<file path="src/hdl/iprg_pkg.sv">
// Package for the interrupt priority register pair.
// Assumes a 32-bit APB slave, one aligned word per register.
package iprg_pkg;

   // ----------------------------------------
   // Register map and field layout
   // ----------------------------------------
   localparam logic [11:0] ADC_UART_TX_PRIORITY_OFFS = 12'h000;
   localparam logic [11:0] CHANGE_CMP_I2C_PRIORITY_OFFS = 12'h004;
   localparam int PRIO_W = 3;
   localparam int ADC_LSB = 4;
   localparam int UART_TX_LSB = 0;
   localparam int PIN_CHANGE_LSB = 12;
   localparam int COMPARATOR_LSB = 8;
   localparam int I2C_MASTER_LSB = 4;
   localparam int I2C_SLAVE_LSB = 0;
   localparam logic [15:0] ADC_UART_TX_MASK = 16'h0077;
   localparam logic [15:0] CHANGE_CMP_I2C_MASK = 16'h7777;

   // ----------------------------------------
   // Reset value and codes
   // ----------------------------------------
   localparam logic [2:0] PRIO_RESET = 3'h4;
   localparam logic [2:0] PRIO_DISABLED = 3'h0;
   localparam logic [2:0] PRIO_HIGHEST = 3'h7;
   localparam logic [15:0] ADC_UART_TX_RESET = 16'h0044;
   localparam logic [15:0] CHANGE_CMP_I2C_RESET = 16'h4444;
   localparam logic [5:0] SRC_ENABLED_RESET = 6'h3f;

   // Priority levels handed to the arbiter
   typedef struct packed {
      logic [2:0] adc_prio;
      logic [2:0] uart_tx_prio;
      logic [2:0] pin_change_prio;
      logic [2:0] comparator_prio;
      logic [2:0] i2c_master_prio;
      logic [2:0] i2c_slave_prio;
   } iprg_prio_type;

endpackage : iprg_pkg

</file>
<file path="src/hdl/iprg_top.sv">
// Two interrupt priority registers behind an APB slave.
// Assumes MCLK_I at 100 MHz and an arbiter that reads PRIO_O.
//
// Our own choices: register access over APB and the register addresses.
module iprg_top (
   input wire logic MCLK_I,
   input wire logic RST_N_I,
   input wire logic PSEL_I,
   input wire logic PENABLE_I,
   input wire logic PWRITE_I,
   input wire logic [11:0] PADDR_I,
   input wire logic [31:0] PWDATA_I,
   input wire logic [3:0] PSTRB_I,
   output logic [31:0] PRDATA_O,
   output logic PREADY_O,
   output logic PSLVERR_O,
   output iprg_pkg::iprg_prio_type PRIO_O,
   output logic [5:0] SRC_ENABLED_O
);
   import iprg_pkg::*;

   // ----------------------------------------
   // Reset release
   // ----------------------------------------
   logic rst_meta_q;
   logic rst_n_q;

   // Two-stage release of the asynchronous reset
   always_ff @(posedge MCLK_I or negedge RST_N_I) begin
      if (!RST_N_I) begin
         rst_meta_q <= 1'b0;
         rst_n_q <= 1'b0;
      end else begin
         rst_meta_q <= 1'b1;
         rst_n_q <= rst_meta_q;
      end
   end

   // ----------------------------------------
   // Bus decode
   // ----------------------------------------
   logic access;
   logic wr_en;
   logic hit_a;
   logic hit_b;
   logic [15:0] wdata16;
   logic [15:0] wmask;

   assign access = PSEL_I && PENABLE_I;
   // Writes land only on the answer edge
   assign wr_en = access && PWRITE_I && PREADY_O;
   assign hit_a = (PADDR_I == ADC_UART_TX_PRIORITY_OFFS);
   assign hit_b = (PADDR_I == CHANGE_CMP_I2C_PRIORITY_OFFS);
   assign wdata16 = PWDATA_I[15:0];
   // Byte lanes gate the low halfword
   assign wmask = {{8{PSTRB_I[1]}}, {8{PSTRB_I[0]}}};

   // ----------------------------------------
   // Priority registers
   // ----------------------------------------
   logic [15:0] reg_a_q;
   logic [15:0] reg_b_q;

   // First register: ADC and UART transmitter fields
   always_ff @(posedge MCLK_I or negedge rst_n_q) begin
      if (!rst_n_q) begin
         reg_a_q <= ADC_UART_TX_RESET;
      end else if (wr_en && hit_a) begin
         // Only implemented bits take writes
         reg_a_q <= (reg_a_q & ~(wmask & ADC_UART_TX_MASK))
                    | (wdata16 & wmask & ADC_UART_TX_MASK);
      end
   end

   // Second register: change, comparator and I2C fields
   always_ff @(posedge MCLK_I or negedge rst_n_q) begin
      if (!rst_n_q) begin
         reg_b_q <= CHANGE_CMP_I2C_RESET;
      end else if (wr_en && hit_b) begin
         reg_b_q <= (reg_b_q & ~(wmask & CHANGE_CMP_I2C_MASK))
                    | (wdata16 & wmask & CHANGE_CMP_I2C_MASK);
      end
   end

   // ----------------------------------------
   // Read path and response
   // ----------------------------------------
   // Registered answer, one wait state per transfer
   always_ff @(posedge MCLK_I or negedge rst_n_q) begin
      if (!rst_n_q) begin
         PREADY_O <= 1'b0;
         PSLVERR_O <= 1'b0;
         PRDATA_O <= 32'h0000_0000;
      end else if (access && !PREADY_O) begin
         PREADY_O <= 1'b1;
         PSLVERR_O <= !(hit_a || hit_b);
         if (!PWRITE_I && hit_a) begin
            PRDATA_O <= {16'h0000, reg_a_q & ADC_UART_TX_MASK};
         end else if (!PWRITE_I && hit_b) begin
            PRDATA_O <= {16'h0000, reg_b_q & CHANGE_CMP_I2C_MASK};
         end else begin
            PRDATA_O <= 32'h0000_0000;
         end
      end else begin
         PREADY_O <= 1'b0;
         PSLVERR_O <= 1'b0;
      end
   end

   // ----------------------------------------
   // Arbiter outputs
   // ----------------------------------------
   logic [5:0] enabled;

   // Nonzero code means source may request at that level
   always_comb begin
      enabled[5] = (reg_a_q[ADC_LSB +: PRIO_W] != PRIO_DISABLED);
      enabled[4] = (reg_a_q[UART_TX_LSB +: PRIO_W] != PRIO_DISABLED);
      enabled[3] = (reg_b_q[PIN_CHANGE_LSB +: PRIO_W] != PRIO_DISABLED);
      enabled[2] = (reg_b_q[COMPARATOR_LSB +: PRIO_W] != PRIO_DISABLED);
      enabled[1] = (reg_b_q[I2C_MASTER_LSB +: PRIO_W] != PRIO_DISABLED);
      enabled[0] = (reg_b_q[I2C_SLAVE_LSB +: PRIO_W] != PRIO_DISABLED);
   end

   // Field code is the level itself, one flop stage
   always_ff @(posedge MCLK_I or negedge rst_n_q) begin
      if (!rst_n_q) begin
         PRIO_O <= {6{PRIO_RESET}};
         SRC_ENABLED_O <= SRC_ENABLED_RESET;
      end else begin
         PRIO_O.adc_prio <= reg_a_q[ADC_LSB +: PRIO_W];
         PRIO_O.uart_tx_prio <= reg_a_q[UART_TX_LSB +: PRIO_W];
         PRIO_O.pin_change_prio <= reg_b_q[PIN_CHANGE_LSB +: PRIO_W];
         PRIO_O.comparator_prio <= reg_b_q[COMPARATOR_LSB +: PRIO_W];
         PRIO_O.i2c_master_prio <= reg_b_q[I2C_MASTER_LSB +: PRIO_W];
         PRIO_O.i2c_slave_prio <= reg_b_q[I2C_SLAVE_LSB +: PRIO_W];
         SRC_ENABLED_O <= enabled;
      end
   end

   // ----------------------------------------
   // Checks
   // ----------------------------------------
   a_pin_change_write: assert property (@(posedge MCLK_I) disable iff (!rst_n_q)
      (wr_en && hit_b && PSTRB_I[1]) |=> ##1
      (PRIO_O.pin_change_prio == $past(PWDATA_I[14:12], 2)))
      else $error("pin change priority not written");
   a_comparator_write: assert property (@(posedge MCLK_I) disable iff (!rst_n_q)
      (wr_en && hit_b && PSTRB_I[1]) |=> ##1
      (PRIO_O.comparator_prio == $past(PWDATA_I[10:8], 2)))
      else $error("comparator priority not written");
   a_i2c_master_write: assert property (@(posedge MCLK_I) disable iff (!rst_n_q)
      (wr_en && hit_b && PSTRB_I[0]) |=> ##1
      (PRIO_O.i2c_master_prio == $past(PWDATA_I[6:4], 2)))
      else $error("i2c master priority not written");
   a_i2c_slave_write: assert property (@(posedge MCLK_I) disable iff (!rst_n_q)
      (wr_en && hit_b && PSTRB_I[0]) |=> ##1
      (PRIO_O.i2c_slave_prio == $past(PWDATA_I[2:0], 2)))
      else $error("i2c slave priority not written");
   a_uart_tx_write: assert property (@(posedge MCLK_I) disable iff (!rst_n_q)
      (wr_en && hit_a && PSTRB_I[0]) |=> ##1
      (PRIO_O.uart_tx_prio == $past(PWDATA_I[2:0], 2)))
      else $error("uart transmit priority not written");
   a_adc_write: assert property (@(posedge MCLK_I) disable iff (!rst_n_q)
      (wr_en && hit_a && PSTRB_I[0]) |=> ##1
      (PRIO_O.adc_prio == $past(PWDATA_I[6:4], 2)))
      else $error("adc priority not written");
   a_highest_level: assert property (@(posedge MCLK_I) disable iff (!rst_n_q)
      (PRIO_O.pin_change_prio == PRIO_HIGHEST) |-> SRC_ENABLED_O[3])
      else $error("highest level not enabled");
   a_direct_level: assert property (@(posedge MCLK_I) disable iff (!rst_n_q)
      ##1 (PRIO_O.comparator_prio == $past(reg_b_q[10:8])))
      else $error("comparator level not direct");
   a_disabled_code: assert property (@(posedge MCLK_I) disable iff (!rst_n_q)
      (PRIO_O.i2c_slave_prio == PRIO_DISABLED) |-> !SRC_ENABLED_O[0])
      else $error("disabled source still enabled");
   a_unimpl_zero: assert property (@(posedge MCLK_I) disable iff (!rst_n_q)
      PREADY_O |-> ((PRDATA_O[31:15] == 17'h0_0000) && !PRDATA_O[11] && !PRDATA_O[7]
      && !PRDATA_O[3]))
      else $error("unimplemented bit reads one");
   a_reset_value: assert property (@(posedge MCLK_I)
      $rose(rst_n_q) |-> (PRIO_O == {6{PRIO_RESET}}))
      else $error("field reset value wrong");
   a_arbiter_follow: assert property (@(posedge MCLK_I) disable iff (!rst_n_q)
      ##1 (PRIO_O.adc_prio == $past(reg_a_q[6:4])))
      else $error("arbiter copy lags");

   // ----------------------------------------
   // Bus answer checks
   // ----------------------------------------
   // One wait state, then a single answer cycle
   a_wait_state: assert property (@(posedge MCLK_I) disable iff (!rst_n_q)
      (access && !PREADY_O) |=> PREADY_O)
      else $error("answer not after one wait state");
   a_ready_pulse: assert property (@(posedge MCLK_I) disable iff (!rst_n_q)
      PREADY_O |=> !PREADY_O)
      else $error("answer held too long");
   // Error flag rides on the answer cycle only
   a_error_answer: assert property (@(posedge MCLK_I) disable iff (!rst_n_q)
      PSLVERR_O |-> PREADY_O)
      else $error("error flag without answer");
   a_mapped_no_error: assert property (@(posedge MCLK_I) disable iff (!rst_n_q)
      (access && !PREADY_O && (hit_a || hit_b)) |=> !PSLVERR_O)
      else $error("mapped access flagged as error");
   // Unmapped addresses are refused, read zero, write nothing
   a_unmapped_error: assert property (@(posedge MCLK_I) disable iff (!rst_n_q)
      (access && !PREADY_O && !hit_a && !hit_b)
      |=> (PSLVERR_O && (PRDATA_O == 32'h0000_0000)))
      else $error("unmapped access not refused");
   a_unmapped_nowrite: assert property (@(posedge MCLK_I) disable iff (!rst_n_q)
      (wr_en && !hit_a && !hit_b) |=> ($stable(reg_a_q) && $stable(reg_b_q)))
      else $error("unmapped write changed a register");

   // ----------------------------------------
   // Read path checks
   // ----------------------------------------
   // Each field reads back at its own bit position
   a_pin_change_read: assert property (@(posedge MCLK_I) disable iff (!rst_n_q)
      (access && !PREADY_O && !PWRITE_I && hit_b)
      |=> (PRDATA_O[14:12] == $past(reg_b_q[PIN_CHANGE_LSB +: PRIO_W])))
      else $error("pin change priority reads back wrong");
   a_comparator_read: assert property (@(posedge MCLK_I) disable iff (!rst_n_q)
      (access && !PREADY_O && !PWRITE_I && hit_b)
      |=> (PRDATA_O[10:8] == $past(reg_b_q[COMPARATOR_LSB +: PRIO_W])))
      else $error("comparator priority reads back wrong");
   a_i2c_master_read: assert property (@(posedge MCLK_I) disable iff (!rst_n_q)
      (access && !PREADY_O && !PWRITE_I && hit_b)
      |=> (PRDATA_O[6:4] == $past(reg_b_q[I2C_MASTER_LSB +: PRIO_W])))
      else $error("i2c master priority reads back wrong");
   a_i2c_slave_read: assert property (@(posedge MCLK_I) disable iff (!rst_n_q)
      (access && !PREADY_O && !PWRITE_I && hit_b)
      |=> (PRDATA_O[2:0] == $past(reg_b_q[I2C_SLAVE_LSB +: PRIO_W])))
      else $error("i2c slave priority reads back wrong");
   a_uart_tx_read: assert property (@(posedge MCLK_I) disable iff (!rst_n_q)
      (access && !PREADY_O && !PWRITE_I && hit_a)
      |=> (PRDATA_O[2:0] == $past(reg_a_q[UART_TX_LSB +: PRIO_W])))
      else $error("uart transmit priority reads back wrong");
   a_adc_read: assert property (@(posedge MCLK_I) disable iff (!rst_n_q)
      (access && !PREADY_O && !PWRITE_I && hit_a)
      |=> (PRDATA_O[6:4] == $past(reg_a_q[ADC_LSB +: PRIO_W])))
      else $error("adc priority reads back wrong");

   // ----------------------------------------
   // Register content checks
   // ----------------------------------------
   // Unimplemented positions never hold a one
   a_unimpl_first: assert property (@(posedge MCLK_I) disable iff (!rst_n_q)
      ((reg_a_q & ~ADC_UART_TX_MASK) == 16'h0000))
      else $error("unimplemented bit set in first register");
   a_unimpl_second: assert property (@(posedge MCLK_I) disable iff (!rst_n_q)
      ((reg_b_q & ~CHANGE_CMP_I2C_MASK) == 16'h0000))
      else $error("unimplemented bit set in second register");
   // Fields change only through a write to their register
   a_first_hold: assert property (@(posedge MCLK_I) disable iff (!rst_n_q)
      !(wr_en && hit_a) |=> $stable(reg_a_q))
      else $error("first register changed without a write");
   a_second_hold: assert property (@(posedge MCLK_I) disable iff (!rst_n_q)
      !(wr_en && hit_b) |=> $stable(reg_b_q))
      else $error("second register changed without a write");

   // ----------------------------------------
   // Reset checks
   // ----------------------------------------
   // Registers and outputs leave reset at their reset levels
   a_reset_regs: assert property (@(posedge MCLK_I)
      $rose(rst_n_q) |-> ((reg_a_q == ADC_UART_TX_RESET)
      && (reg_b_q == CHANGE_CMP_I2C_RESET)))
      else $error("register reset value wrong");
   a_reset_enables: assert property (@(posedge MCLK_I)
      $rose(rst_n_q) |-> (SRC_ENABLED_O == SRC_ENABLED_RESET))
      else $error("enable outputs reset value wrong");
   a_reset_bus: assert property (@(posedge MCLK_I)
      $rose(rst_n_q) |-> (!PREADY_O && !PSLVERR_O))
      else $error("bus answer active after reset");

   // ----------------------------------------
   // Arbiter checks
   // ----------------------------------------
   // Every level follows its field one clock later
   a_all_follow: assert property (@(posedge MCLK_I) disable iff (!rst_n_q)
      ##1 (PRIO_O == $past({reg_a_q[6:4], reg_a_q[2:0], reg_b_q[14:12], reg_b_q[10:8],
      reg_b_q[6:4], reg_b_q[2:0]})))
      else $error("arbiter levels lag the registers");
   // Code zero masks the source, any other code enables it
   a_adc_disabled: assert property (@(posedge MCLK_I) disable iff (!rst_n_q)
      (reg_a_q[ADC_LSB +: PRIO_W] == PRIO_DISABLED) |=> !SRC_ENABLED_O[5])
      else $error("disabled adc source still enabled");
   a_uart_enabled: assert property (@(posedge MCLK_I) disable iff (!rst_n_q)
      (reg_a_q[UART_TX_LSB +: PRIO_W] != PRIO_DISABLED) |=> SRC_ENABLED_O[4])
      else $error("uart transmit source not enabled");
   // Code seven reaches the arbiter as the top level
   a_highest_passes: assert property (@(posedge MCLK_I) disable iff (!rst_n_q)
      (reg_b_q[COMPARATOR_LSB +: PRIO_W] == PRIO_HIGHEST)
      |=> ((PRIO_O.comparator_prio == PRIO_HIGHEST) && SRC_ENABLED_O[2]))
      else $error("highest comparator level lost");

endmodule // iprg_top

</file>
<file path="config.mk">
export PLATFORM = sky130hd
export DESIGN_NAME = iprg_top
export DESIGN_NICKNAME = d
export VERILOG_FILES = /design/src/hdl/iprg_pkg.sv /design/src/hdl/iprg_top.sv
export SDC_FILE = /design/constraint.sdc
export NUM_CORES = 1
export LEC_CHECK = 0
export ABC_AREA = 1
export ABC_CLOCK_PERIOD_IN_PS = 1900
export BUFFER_PORTS_ARGS = -buffer_cell sky130_fd_sc_hd__buf_2
export CORE_UTILIZATION = 42
export DETAILED_ROUTE_END_ITERATION = 12
export PLACE_DENSITY = 0.76
export SYNTH_ARGS = -nofsm -noshare
export SYNTH_HDL_FRONTEND = slang
export SYNTH_SLANG_ARGS = --single-unit
</file>
<file path="constraint.sdc">
create_clock -name MCLK_I -period 1.9 [get_ports MCLK_I]
set_clock_uncertainty 0.2 [all_clocks]
set_input_delay 0.285 -clock MCLK_I [delete_from_list [all_inputs] [get_ports MCLK_I]]
set_output_delay 0.285 -clock MCLK_I [all_outputs]
set_load 0.005 [all_outputs]
</file>
==> impl_metrics.csv <==
group,metric,value,unit
clock_network,cts-buffers-inserted,9,
global_route,first_pass_grt_wire_length,7620,um
hold_path,min-delay-start,"PWDATA_I[1]",
sta,slew_limit_fails,0,
placed_design,place.port_buffers,68,
final_layout,storage_element_area,1480,sq um
final_layout,fin_nets,372,
run_status,run_status,"finished clean",
setup_path,timing.critical_path.buf_inv,0,
floorplan,ios,111,
yosys,post_synth.cell_area_avg,10.2,sq um
sta,final_period_minus_worst_setup_slack,1550,ps
clock_network,cts_tree,"yes",
setup_path,crit_path_max_incr_delay,360,ps
placed_design,gp_routability_congestion,0.791,
placed_design,placedCellCount,371,
yosys,yosysUniqueCellTypes,23,
floorplan,die_h,77.3,um
pwr,power_density,782,nW/um^2
clock_network,cts.reportedPaths.clkPinSlew,60,ps
setup_path,worst_setup_path_end_kind,"flop",
yosys,synth_sequential_area_ratio,0.619,
detailed_routing,drt-total-wl,4810,um
setup_path,path_max_fanout,14,
sta,final_setup_violation_count,0,
final_layout,stdcell_count,395,
detailed_routing,routed_wire_length_per_instance,12.2,um
clock_network,clock_tree.buffer_depth,2,
global_route,grt_max_degree,37,
setup_path,crit-reg2reg-launch,"PREADY_O",
global_route,via_count_of_the_first_global_routing_pass,1637,
clock_network,clock_tree.root_cell,"sky130_fd_sc_hd__clkbuf_8",
pwr,power.ir.vdd_worst,0.000334,V
floorplan,horiz_die_dim,77.3,um
detailed_routing,drt.antenna.violating_nets,0,
final_layout,diodes,0,
floorplan,fp.coreArea,5470,sq um
final_layout,fraction_of_final_layout_cells_sized_beyond_drive_strength_1,0.368,
placed_design,post-dp-hpwl,3330,um
setup_path,critPathLaunch,"PREADY_O",
global_route,grt_usage,0.174,
final_layout,layout.filler_cells,492,
setup_path,required,1930,ps
sta,max_freq,645,MHz
yosys,synth_cells,233,
setup_path,worst_path_max_delay_cell,"sky130_fd_sc_hd__dfrtp_1",
final_layout,multi_input_area,737,sq um
floorplan,die_area,5980,sq um
sta,grt_setup_unrepaired,"false",
sta,period_share,0.816,
final_layout,most-common-layout-cells,"sky130_fd_sc_hd__nand2_1 (71), sky130_fd_sc_hd__buf_2 (68), sky130_fd_sc_hd__dfrtp_1 (39), sky130_fd_sc_hd__conb_1 (21), sky130_fd_sc_hd__dfstp_2 (18)",
yosys,register_bit_count_reported_by_yosys,58,
clock_network,cts_repair_resize_count,0,
setup_path,worst_path_most_repeated_cell,"sky130_fd_sc_hd__nand2_1",
global_route,antenna_found_initial,0,
hold_path,worst_hold_path_type,"in2reg",
setup_path,worst_path_arrival_time,1580,ps
setup_path,critical-path-top-delay-family,"simple AND/OR/NAND/NOR gates",
final_layout,layout.cells.most_common,"sky130_fd_sc_hd__nand2_1",
pwr,leakagePower,1.71,nW
clock_network,clock_insertion_delay_worst_skew,330,ps
final_layout,area_delta_synth_final,26.0,%
flow_run,cap_violations,0,
sta,setup_tns,0,ps
yosys,yosys_warnings,0,
yosys,post_synth_instance_area,2380,sq um
floorplan,floorplan.initialDensity,0.435,
clock_network,clkSinkCount,58,
setup_path,timing.critical_path.from_type,"flop",
detailed_routing,drc,0,
sta,timing_hold_violations_final,0,
clock_network,postCtsSetupBuffers,0,
setup_path,crit_type,"reg2reg",
floorplan,rows,27,
detailed_routing,firstDrtPassIters,4,
setup_path,cp_cell_sequence,"nand4_1, nor2_8, nand2_2, nand2_1, nand2_1",
detailed_routing,num_vias,1821,
global_route,total_gr_overflow,0,
clock_network,htreeDepth,3,
detailed_routing,number_of_violations_reported_at_the_end_of_detailed_routing_iteration_0,128,
detailed_routing,avgViaCountPerCell,4.61,
[report_power, final]
| group | leakage [nW] | internal (mW) | switching, mW |
|---|---|---|---|
| clock network | 0.0838 | 0.539 | 0.434 |
| registers | 0.737 | 1.24 | 0.00992 |
| logic | 0.893 | 0.0494 | 0.0727 |
| total | 1.71 | 1.83 | 0.516 |
[through the flow]
stage	power [mW]	worst slack (ps)	area, sq um	hold slack, ps	util
floorplan	1.35	467	2450	-211	-
global placement	1.38	283	2750	-129	0.502
detailed placement	1.38	223	2750	-125	0.502
CTS	2.36	336	3000	4.12	0.548
global route	2.44	193	3000	5.94	0.548
finish	2.35	349	3000	11.0	0.548
[logic make-up after synthesis]
| group | share of synthesized area |
|---|---|
| AOI/OAI and AO/OA | 0.0368 |
| other | 0.00315 |
| DFF | 0.619 |
| buffers and inverters | 0.102 |
| and+or+nand+nor | 0.239 |
[routing by layer]
| layer | track usage | share of wire | vias up |
|---|---|---|---|
| met3 | 0.0690 | 0.084 | 15 |
| met5 | 0 | 0 | - |
| li1 | - | - | 881 |
| met2 | 0.272 | 0.48 | 74 |
| met1 | 0.197 | 0.40 | 851 |
| met4 | 0.113 | 0.037 | 0 |
[repair_timing]
item	in CTS	in global routing
hold buffers	9	0
setup endpoints to repair	0	0
endpoints found under the hold margin	12	0
[Yosys cell counts, drive strengths merged]
cell type | number | share of area
a21oi | 1 | 0.0021
buf | 24 | 0.077
clkbuf | 2 | 0.0032
conb | 2 | 0.0032
dfrtp | 40 | 0.42
dfstp | 18 | 0.20
inv | 14 | 0.022
nand2 | 75 | 0.12
nand3 | 12 | 0.025
nand4 | 15 | 0.039
nor2 | 11 | 0.033
nor3 | 1 | 0.0021
o21ai | 12 | 0.035
or3 | 6 | 0.016
[area by class of cell]
cell class	count	share of cell area
Inverter	14	0.0175
Clock buffer	15	0.0554
Timing Repair Buffer	82	0.160
Tap cell	72	0.0300
Sequential cell	58	0.491
Multi-Input combinational cell	154	0.246
[worst reg2reg max path, stage by stage, from the launching register on]
cell	delay, ps
sky130_fd_sc_hd__dfrtp_1	360
sky130_fd_sc_hd__nand4_1	270
sky130_fd_sc_hd__nor2_8	320
sky130_fd_sc_hd__nand2_2	150
sky130_fd_sc_hd__nand2_1	90
sky130_fd_sc_hd__nand2_1	60
[path summary, 6_finish.rpt]
path,endpoint,slack (ps),depth (start not counted)
max,flop,350,5
min reg2reg,asynchronous set/reset pin,20,0
max reg2reg,flop,350,5
min,flop,10,3
min in group asynchronous,asynchronous set/reset pin,20,0
max in group asynchronous,SRC_ENABLED_O[5],860,1
No activity file was read; power rests on OpenSTA's default activity.
